`src/wide_counter_consts.vh`:
```
`ifndef WIDE_COUNTER_CONSTS_VH
`define WIDE_COUNTER_CONSTS_VH
// ----------------------------------------------------------------------
// register map (byte addresses)
// ----------------------------------------------------------------------
`define WC_CTRL_ADDR     8'h00
`define WC_SEL_ADDR      8'h04
`define WC_CMD_ADDR      8'h08
`define WC_SET_LO_ADDR   8'h0c
`define WC_SET_HI_ADDR   8'h10
`define WC_DIR_ADDR      8'h14
`define WC_RETAIN_ADDR   8'h18
`define WC_PV_ADDR       8'h1c
`define WC_CONTACT_ADDR  8'h20
`define WC_IRQ_STAT_ADDR 8'h24
`define WC_IRQ_EN_ADDR   8'h28
`define WC_IRQ_CLR_ADDR  8'h2c
`define WC_SETV_ADDR     8'h30
// ----------------------------------------------------------------------
// command register fields
// ----------------------------------------------------------------------
`define WC_CMD_CLEAR_BIT  0
`define WC_CMD_LOAD_BIT   1
`define WC_CMD_PRESET_BIT 2
// ----------------------------------------------------------------------
// interrupt status fields
// ----------------------------------------------------------------------
`define WC_IRQ_MATCH_BIT  0
`define WC_IRQ_WRAP_BIT   1
// ----------------------------------------------------------------------
// values
// ----------------------------------------------------------------------
`define WC_PV_MAX         32'h7fffffff
`define WC_PV_MIN         32'h80000000
`define WC_RESP_OKAY      2'b00
`define WC_RESP_SLVERR    2'b10
`endif

```
`src/wide_updown_counter_bank.v`:
```
// Contract
// a counter keeps counting past a match with its setting value, it never stops or saturates.
// an up-counting counter that reaches its setting value turns its contact on.
// a down-counting counter that reaches its setting value turns its contact off.
// a clear command zeroes the present value and turns the contact off.
// the contact changes only after the scan step running the count instruction has finished.
// each counter has its own direction select bit, off for up and on for down, held as one block.
// the setting value is a signed 32-bit number, given as a constant or from data registers.
// a setting value from data registers is read from two consecutive 16-bit registers.
// of two paired 16-bit registers the lower-numbered one gives the low half.
// a non-retentive counter loses its value at power loss, a retentive one keeps value and contact.
// one up-count at the largest positive value wraps to the most negative value.
// one down-count at the most negative value wraps to the largest positive value.
// each off-to-on edge of the count input adds or subtracts one by the direction bit.
// a direction change acts at the next count edge and leaves the present value alone.
//
// Local design decisions: the register offsets and the AXI4-Lite slave port.
`timescale 1ns/100ps
`default_nettype none
`include "wide_counter_consts.vh"
module wide_updown_counter_bank #(
  parameter N_CNT = 8
) (
  input  wire              core_clk_in,
  input  wire              rst_in,
  input  wire              power_loss_in,
  input  wire [N_CNT-1:0]  count_in,
  input  wire              scan_done_in,
  input  wire [7:0]        s_axi_awaddr_in,
  input  wire              s_axi_awvalid_in,
  output wire              s_axi_awready_out,
  input  wire [31:0]       s_axi_wdata_in,
  input  wire [3:0]        s_axi_wstrb_in,
  input  wire              s_axi_wvalid_in,
  output wire              s_axi_wready_out,
  output reg  [1:0]        s_axi_bresp_out,
  output reg               s_axi_bvalid_out,
  input  wire              s_axi_bready_in,
  input  wire [7:0]        s_axi_araddr_in,
  input  wire              s_axi_arvalid_in,
  output wire              s_axi_arready_out,
  output reg  [31:0]       s_axi_rdata_out,
  output reg  [1:0]        s_axi_rresp_out,
  output reg               s_axi_rvalid_out,
  input  wire              s_axi_rready_in,
  output reg  [N_CNT-1:0]  contact_out,
  output wire              irq_out
);
  // ----------------------------------------------------------------------
  // state
  // ----------------------------------------------------------------------
  // per-counter state
  reg  [31:0]      pv_q [0:N_CNT-1];
  reg  [31:0]      setv_q [0:N_CNT-1];
  reg  [N_CNT-1:0] pend_q;
  reg  [N_CNT-1:0] pend_val_q;
  reg  [N_CNT-1:0] count_prev_q;
  reg  [N_CNT-1:0] dir_q;
  reg  [N_CNT-1:0] retain_q;
  reg  [N_CNT-1:0] enable_q;

  // configuration seen by software
  reg  [7:0]       sel_q;
  reg  [15:0]      set_lo_q;
  reg  [15:0]      set_hi_q;
  reg  [1:0]       irq_stat_q;
  reg  [1:0]       irq_en_q;

  // write channel holding registers
  reg  [7:0]       awaddr_q;
  reg  [31:0]      wdata_q;
  reg              aw_full_q;
  reg              w_full_q;

  // merge two 16-bit data words, lower-numbered word is the low half
  function [31:0] pair16;
    input [15:0] lo_word;
    input [15:0] hi_word;
    begin
      pair16 = {hi_word, lo_word};
    end
  endfunction

  // true when the select register names counter idx, compared at full width
  function sel_is;
    input [7:0]  sel;
    input [31:0] idx;
    begin
      sel_is = ({24'h000000, sel} == idx);
    end
  endfunction

  // writable words: aligned, inside the map, and none of the read-only views
  function wr_legal;
    input [7:0] addr;
    begin
      wr_legal = addr <= `WC_IRQ_CLR_ADDR && addr[1:0] == 2'b00 &&
                 addr != `WC_PV_ADDR && addr != `WC_CONTACT_ADDR &&
                 addr != `WC_IRQ_STAT_ADDR;
    end
  endfunction

  // ----------------------------------------------------------------------
  // axi4-lite write side
  // ----------------------------------------------------------------------
  // ready drops while a word is held or a response is still waiting
  assign s_axi_awready_out = !aw_full_q && !s_axi_bvalid_out;
  assign s_axi_wready_out  = !w_full_q && !s_axi_bvalid_out;
  wire wr_fire = aw_full_q && w_full_q && !s_axi_bvalid_out;

  // the response rises one cycle after both halves are held; the strobe is
  // not looked at because every register is a whole word, which keeps the
  // write path to one decode at the cost of byte writes
  // write address and data are latched independently, either order
  always @(posedge core_clk_in) begin
    if (rst_in) begin
      aw_full_q        <= 1'b0;
      w_full_q         <= 1'b0;
      awaddr_q         <= 8'h00;
      wdata_q          <= 32'h00000000;
      s_axi_bvalid_out <= 1'b0;
      s_axi_bresp_out  <= `WC_RESP_OKAY;
    end else begin
      if (s_axi_awvalid_in && s_axi_awready_out) begin
        aw_full_q <= 1'b1;
        awaddr_q  <= s_axi_awaddr_in;
      end
      if (s_axi_wvalid_in && s_axi_wready_out) begin
        w_full_q <= 1'b1;
        wdata_q  <= s_axi_wdata_in;
      end
      if (wr_fire) begin
        aw_full_q        <= 1'b0;
        w_full_q         <= 1'b0;
        s_axi_bvalid_out <= 1'b1;
        s_axi_bresp_out  <= wr_legal(awaddr_q) ? `WC_RESP_OKAY : `WC_RESP_SLVERR;
      end else if (s_axi_bvalid_out && s_axi_bready_in) begin
        s_axi_bvalid_out <= 1'b0;
      end
    end
  end

  // command strobes last one cycle, the cycle in which the write is applied
  wire wr_cmd     = wr_fire && awaddr_q == `WC_CMD_ADDR;
  wire cmd_clear  = wr_cmd && wdata_q[`WC_CMD_CLEAR_BIT];
  wire cmd_load   = wr_cmd && wdata_q[`WC_CMD_LOAD_BIT];
  wire cmd_preset = wr_cmd && wdata_q[`WC_CMD_PRESET_BIT];

  // configuration registers; the strobe is ignored, words are whole
  // a direction write only steers the next edge and leaves the present value alone
  always @(posedge core_clk_in) begin
    if (rst_in) begin
      enable_q <= {N_CNT{1'b0}};
      sel_q    <= 8'h00;
      set_lo_q <= 16'h0000;
      set_hi_q <= 16'h0000;
      dir_q    <= {N_CNT{1'b0}};
      retain_q <= {N_CNT{1'b0}};
      irq_en_q <= 2'b00;
    end else if (wr_fire) begin
      case (awaddr_q)
        `WC_CTRL_ADDR:   enable_q <= wdata_q[N_CNT-1:0];
        `WC_SEL_ADDR:    sel_q    <= wdata_q[7:0];
        `WC_SET_LO_ADDR: set_lo_q <= wdata_q[15:0];
        `WC_SET_HI_ADDR: set_hi_q <= wdata_q[15:0];
        `WC_DIR_ADDR:    dir_q    <= wdata_q[N_CNT-1:0];
        `WC_RETAIN_ADDR: retain_q <= wdata_q[N_CNT-1:0];
        `WC_IRQ_EN_ADDR: irq_en_q <= wdata_q[1:0];
        default: ;
      endcase
    end
  end

  // ----------------------------------------------------------------------
  // counters
  // ----------------------------------------------------------------------
  // priority inside one counter, highest first: power loss on a non-retentive
  // counter, the clear command, the preset command, then the count edge
  // a retentive counter under power loss keeps value and contact and ignores
  // its count input; a second match before the next scan end replaces the
  // pending contact value, so only the latest match reaches the contact
  // per-counter event lines, or-ed into the status bits
  wire [N_CNT-1:0] match_ev;
  wire [N_CNT-1:0] wrap_ev;
  genvar gi;
  generate
    for (gi = 0; gi < N_CNT; gi = gi + 1) begin : g_cnt
      // count edge, ignored while power is lost so a frozen counter raises no event
      wire        edge_w = enable_q[gi] && count_in[gi] && !count_prev_q[gi] &&
                           !power_loss_in;
      // commands aimed at this counter through the select register
      wire        hit_w  = cmd_clear && sel_is(sel_q, gi);
      wire        ld_w   = cmd_load && sel_is(sel_q, gi);
      wire        pre_w  = cmd_preset && sel_is(sel_q, gi);
      // an edge that really moves the count: clear and preset both beat it
      wire        cnt_w  = edge_w && !hit_w && !pre_w;
      // next value; plain 32-bit arithmetic wraps at both signed ends
      wire [31:0] nxt_w  = dir_q[gi] ? pv_q[gi] - 32'h00000001
                                     : pv_q[gi] + 32'h00000001;
      // events for the status register
      assign match_ev[gi] = cnt_w && nxt_w == setv_q[gi];
      assign wrap_ev[gi]  = cnt_w &&
                            pv_q[gi] == (dir_q[gi] ? `WC_PV_MIN : `WC_PV_MAX);
      // present value, setting value and pending contact state
      always @(posedge core_clk_in) begin
        if (rst_in) begin
          pv_q[gi]         <= 32'h00000000;
          setv_q[gi]       <= 32'h00000000;
          pend_q[gi]       <= 1'b0;
          pend_val_q[gi]   <= 1'b0;
          contact_out[gi]  <= 1'b0;
          count_prev_q[gi] <= 1'b0;
        end else begin
          // previous level, so a level held high counts only once
          count_prev_q[gi] <= count_in[gi];
          if (ld_w) begin
            setv_q[gi] <= pair16(set_lo_q, set_hi_q);
          end
          // non-retentive counters drop value and contact while power is lost
          if (power_loss_in && !retain_q[gi]) begin
            pv_q[gi]        <= 32'h00000000;
            contact_out[gi] <= 1'b0;
            pend_q[gi]      <= 1'b0;
          end else if (hit_w) begin
            pv_q[gi]        <= 32'h00000000;
            contact_out[gi] <= 1'b0;
            pend_q[gi]      <= 1'b0;
          end else if (pre_w) begin
            pv_q[gi] <= pair16(set_lo_q, set_hi_q); // preset, contact left as it is
          end else if (!power_loss_in) begin
            if (edge_w) begin
              pv_q[gi] <= nxt_w;
            end
            // a match in the cycle of a scan end waits for the following scan end
            if (match_ev[gi]) begin
              pend_q[gi]     <= 1'b1;
              pend_val_q[gi] <= !dir_q[gi];
            end else if (scan_done_in && pend_q[gi]) begin
              pend_q[gi]      <= 1'b0;
              contact_out[gi] <= pend_val_q[gi];
            end
          end
        end
      end
    end
  endgenerate

  // ----------------------------------------------------------------------
  // interrupts: sticky, set wins over clear
  // ----------------------------------------------------------------------
  // an event in the cycle of a clear of its bit leaves the bit set
  wire [1:0] irq_set = {|wrap_ev, |match_ev};
  wire [1:0] irq_clr = (wr_fire && awaddr_q == `WC_IRQ_CLR_ADDR) ? wdata_q[1:0] : 2'b00;
  always @(posedge core_clk_in) begin
    if (rst_in) begin
      irq_stat_q <= 2'b00;
    end else begin
      irq_stat_q <= (irq_stat_q & ~irq_clr) | irq_set;
    end
  end
  // level output, high while any enabled status bit is set
  assign irq_out = |(irq_stat_q & irq_en_q);

  // ----------------------------------------------------------------------
  // axi4-lite read side
  // ----------------------------------------------------------------------
  // reads answer the cycle after the address is taken; a second read waits
  // until the first answer has been accepted
  assign s_axi_arready_out = !s_axi_rvalid_out;
  // views of the selected counter; an index past the bank reads as zero
  wire [31:0] pv_sel   = ({24'h000000, sel_q} < N_CNT) ? pv_q[sel_q[2:0]] : 32'h00000000;
  wire [31:0] setv_sel = ({24'h000000, sel_q} < N_CNT) ? setv_q[sel_q[2:0]] : 32'h00000000;

  // one read at a time; unmapped reads give zero and slverr
  always @(posedge core_clk_in) begin
    if (rst_in) begin
      s_axi_rvalid_out <= 1'b0;
      s_axi_rdata_out  <= 32'h00000000;
      s_axi_rresp_out  <= `WC_RESP_OKAY;
    end else if (s_axi_arvalid_in && s_axi_arready_out) begin
      s_axi_rvalid_out <= 1'b1;
      s_axi_rresp_out  <= `WC_RESP_OKAY;
      s_axi_rdata_out  <= 32'h00000000;
      // unmapped addresses fall to the default and answer slverr
      case (s_axi_araddr_in)
        `WC_CTRL_ADDR:     s_axi_rdata_out[N_CNT-1:0] <= enable_q;
        `WC_SEL_ADDR:      s_axi_rdata_out[7:0]       <= sel_q;
        `WC_CMD_ADDR:      s_axi_rdata_out            <= 32'h00000000;
        `WC_SET_LO_ADDR:   s_axi_rdata_out[15:0]      <= set_lo_q;
        `WC_SET_HI_ADDR:   s_axi_rdata_out[15:0]      <= set_hi_q;
        `WC_DIR_ADDR:      s_axi_rdata_out[N_CNT-1:0] <= dir_q;
        `WC_RETAIN_ADDR:   s_axi_rdata_out[N_CNT-1:0] <= retain_q;
        `WC_PV_ADDR:       s_axi_rdata_out            <= pv_sel;
        `WC_CONTACT_ADDR:  s_axi_rdata_out[N_CNT-1:0] <= contact_out;
        `WC_IRQ_STAT_ADDR: s_axi_rdata_out[1:0]       <= irq_stat_q;
        `WC_IRQ_EN_ADDR:   s_axi_rdata_out[1:0]       <= irq_en_q;
        `WC_IRQ_CLR_ADDR:  s_axi_rdata_out            <= 32'h00000000;
        `WC_SETV_ADDR:     s_axi_rdata_out            <= setv_sel;
        default:           s_axi_rresp_out            <= `WC_RESP_SLVERR;
      endcase
    end else if (s_axi_rvalid_out && s_axi_rready_in) begin
      s_axi_rvalid_out <= 1'b0;
    end
  end
endmodule // wide_updown_counter_bank
`default_nettype wire

```
`config.mk`:
```
export PLATFORM = sky130hd
export DESIGN_NAME = wide_updown_counter_bank
export DESIGN_NICKNAME = d
export VERILOG_FILES = /design/src/wide_updown_counter_bank.v
export VERILOG_INCLUDE_DIRS = /design/src
export SDC_FILE = /design/constraint.sdc
export NUM_CORES = 2
export LEC_CHECK = 0
export ABC_AREA = 1
export BUFFER_PORTS_ARGS = -buffer_cell sky130_fd_sc_hd__clkbuf_2
export CAP_MARGIN = 5
export CORE_MARGIN = 10
export CORE_UTILIZATION = 45
export DETAILED_ROUTE_END_ITERATION = 7
export GPL_TIMING_DRIVEN = 1
export PLACE_DENSITY = 0.66
export SLEW_MARGIN = 20
export SYNTH_ARGS = -nofsm -noshare
export SYNTH_HDL_FRONTEND = slang
export SYNTH_SLANG_ARGS = --single-unit
export TNS_END_PERCENT = 1
```
`constraint.sdc`:
```
create_clock -name core_clk_in -period 11.85 [get_ports core_clk_in]
set_input_delay 0 -clock core_clk_in [delete_from_list [all_inputs] [get_ports core_clk_in]]
set_output_delay 0 -clock core_clk_in [all_outputs]
set_load 0.01 [all_outputs]
```
==> metrics.md <==
| Metric | Value |
|---|---|
| Leak | `approximately 28 nW` |
| Die area | `135000 um^2` |
| Root Buffer | `clkbuf_16` |
| Critical Path Start Type | `register` |
| Post-synth top area share | `28.3%` |
| Via Count | `59.3k` |
| Syn_area_per_cell | `roughly 6.6 um^2` |
| DP Wirelength | `~200000 um` |
| IO Pins | `around 120` |
| Vias in the first global route | `about 54k` |
| Clk buf depth | `3` |
| WP data arrival | `between 5 and 6 ns` |
| Clock Pin Slew Worst Setup and Hold Paths | `approximately 0.07 ns` |
| Layout area overhead | `11.0%` |
| Setup violators final | `0` |
| Gr usage total | `a little under two fifths` |
| Routed wire length | `about 270000 um` |
| GPL Wtd Cong | `roughly 1.1` |
| Violated checks | `design-rule violations` |
| Fmax | `between 200 and 250 MHz` |
| Num rows | `around 130` |
| Unrepaired setup endpoints after global routing | `no` |
| Worst setup EP type | `register` |
| Post-CTS setup buffers | `0` |
| Register area | `18700 um^2` |
| Cts bufs inserted | `86` |
| Status | `finished with violations` |
| Layout cell share with drive strength beyond 1 | `under 10%` |
| Async SR Flop Fraction | `0%` |
| Top cells by area, synth | `edfxtp_1 28%, nand2_1 17%, inv_1 7.9%, nor2_1 7.1%, dfxtp_1 6.1%` |
| Synthesized area | `about 54000 um^2` |
| Initial DRC Count | `approximately 8.4k` |
| Htree depth | `3` |
| Crit Path Class | `reg -> reg` |
| FILL cells | `about 12k` |
| Tcrit/Tclk final | `roughly 39%` |
| Slew at the pin with the worst max-slew slack | `about 1.3 ns` |
| I/O Buffers | `96` |
| Hold/Removal Path Class | `in -> reg` |
| Final Hold Fails | `0` |
| Worst Path Required | `between 10 and 15 ns` |
| Worst-path fanout max | `104` |
| Initial Utilization | `45.3%` |
| Vias per inst | `just under 6` |
| Ys flop type | `edfxtp_1` |
| Avg WL per Cell | `26.8 um` |
| Pwr Density | `approximately 100 nW/um^2` |
| Post-synth top area cell | `edfxtp_1` |
| Number of synthesized register bits | `about 680` |
| CTS sink cnt | `677` |
| Count of cell types in the netlist | `63` |
| First-pass GRT wire length | `between 300000 and 400000 um` |
| Die Ht | `between 300 and 400 um` |
| DRT Pass-1 Iters | `8` |
| ANT nets after route | `0` |
| Core Box Area | `120000 um^2` |
| Grt ovf | `0` |
| Skew-Pair Late Insertion Delay | `about 0.75 ns` |
| Final cell count without fillers | `9990` |
| VDD IR-drop max | `roughly 150 uV` |
| Max-slew violation count | `0` |
| Initial antenna violation count | `21` |
| Multi-input gate area | `about 30000 um^2` |
| CTS Hold Buffers Added | `60` |
| TritonCTS clock tree | `built` |
| Final min period | `4.67 ns` |
| Post-CTS sizing | `0` |
| Final net count | `8619` |
| Sequential share of the synthesized area | `about 34%` |
| Post-Place Cells | `between 9k and 10k` |
| Relative slew slack | `11.4%` |
| TNS Setup | `0 ns` |
| Yosys warnings | `0` |
| Die Wd | `between 300 and 400 um` |
| HP Start | `count_in[5]` |
| Worst Skew | `0.0479 ns` |
| Largest net degree at the start of global routing | `around 160` |
| Synthesized instance count | `between 8k and 9k` |
| Max-cap violations | `0` |
| DRC Markers | `2` |
| EDFF count, synth | `between 500 and 600` |
## layout make-up
cell class,count,area share [%]
Multi-Input combinational cell,6124,50.3
Sequential cell,677,31.0
Inverter,1178,7.34
Clock buffer,105,3.80
Tap cell,1612,3.34
Timing Repair Buffer,235,2.83
Clock inverter,53,1.43
Antenna cell,6,0.0249
## worst max-delay path: stages, from the launching register on
cell	delay (ns)
dfxtp_4	0.51
inv_8	0.54
buf_4	0.70
buf_4	0.73
nor2_1	0.09
o221ai_1	0.51
nand3_1	0.12
o21ai_0	0.76
o21ai_0	0.29
a21oi_1	0.18
## stage by stage
step / utilization, % / hold WS, ns / instance area [um^2] / worst slack, ns / total power [W]
final: 50.3 / 0.0287 / 60400 / 7.18 / 0.00626
after global routing: 50.3 / 0.0384 / 60400 / 7.23 / 0.00637
after CTS: 50.3 / 0.00828 / 60300 / 7.58 / 0.00622
after detailed placement: 47.2 / 0.224 / 56600 / 7.57 / 0.00327
after global placement: 47.2 / 0.220 / 56600 / 7.59 / 0.00327
after floorplan: - / 0.107 / 54400 / 7.72 / 0.00304
## worst paths after layout
| check | cells past startpoint | slack, ns | endpoint |
|---|---|---|---|
| worst max-delay path | 9 | 7.18 | s_axi_rdata_out[10] |
| worst min-delay path | 4 | 0.03 | count_prev_q[5] |
| worst max register to register | 9 | 7.18 | s_axi_rdata_out[10] |
| worst min register to register | 2 | 0.46 | s_axi_rdata_out[24] |
## routing by layer
metal | GRT usage, % | vias up | wire (um) | share of wire [%]
li1 | - | 27332 | - | -
met1 | 47.2 | 27580 | 101000 | 38
met2 | 55.8 | 3575 | 110000 | 41
met3 | 10.1 | 831 | 31900 | 12
met4 | 27.6 | 12 | 24000 | 9.0
met5 | 0 | - | 80 | 0.030
## report_power, final
group | switching (W) | total (W) | internal (W)
Sequential | 0.000117 | 0.00274 | 0.00263
Combinational | 0.000364 | 0.000526 | 0.000162
Clock | 0.00124 | 0.00299 | 0.00175
Total | 0.00172 | 0.00626 | 0.00454
## flip-flops by register name, summed over array words and instances (netlist names), 2 cells and up, named ones only
register         cells
count_prev_q         8
set_lo_q            16
enable_q             8
irq_stat_q           2
set_hi_q            16
irq_en_q             2
pend_val_q           8
wdata_q             16
dir_q                8
s_axi_rdata_out     32
sel_q                8
pend_q               8
setv_q             256
contact_out          8
pv_q               256
awaddr_q             8
retain_q             8
## cells in the final DEF, fill, tap and decap left out, types with 13 or more instances in the layout
cell and n:
a211oi_1 14, nand2_2 27, nand3b_1 109, a21oi_1 381, o21a_1 17, bufinv_16 16, dfxtp_1 162, o21ai_0 505
inv_2 26, buf_4 77, o22ai_1 185, nor2_2 16, clkbuf_1 14, nand2_1 2399, o221ai_1 57, nor2_1 1028
nand3_2 17, o32ai_1 16, and2_1 27, xor2_1 45, xnor2_1 37, clkbuf_2 95, nand3_1 653, ha_1 240
clkbuf_16 88, inv_1 1129, nor3_1 81, clkinv_2 17, o21bai_1 16, edfxtp_1 512, o211ai_1 13, nor4_1 19
nand4_1 88, dlygate4sd3_1 60, clkinv_1 25
## logic make-up after synthesis
group / after synthesis / share of synthesized area, %
flip-flops: 677 / 34.4
AND/OR/NAND/NOR: 4497 / 34.7
buffers and inverters: 1435 / 9.99
AO/OA/AOI/OAI: 1288 / 13.5
adder cells (fa/ha/maj): 248 / 5.82
XOR/XNOR: 89 / 1.62
other: 1 / 0.00690
## Yosys cell counts (all sizes together) (28+ instances only)
cell and number:
xnor2 37, nand2 2426, buf 32, and2 28, xor2 45, nor2 1048, inv 1157, o22ai 185
nand4 88, edfxtp 512, o221ai 57, nand3 670, dfxtp 165, nand3b 110, o21ai 519, nor3 85
a21oi 388, ha 240, clkbuf 225
Power figures use the tool's default switching activity.
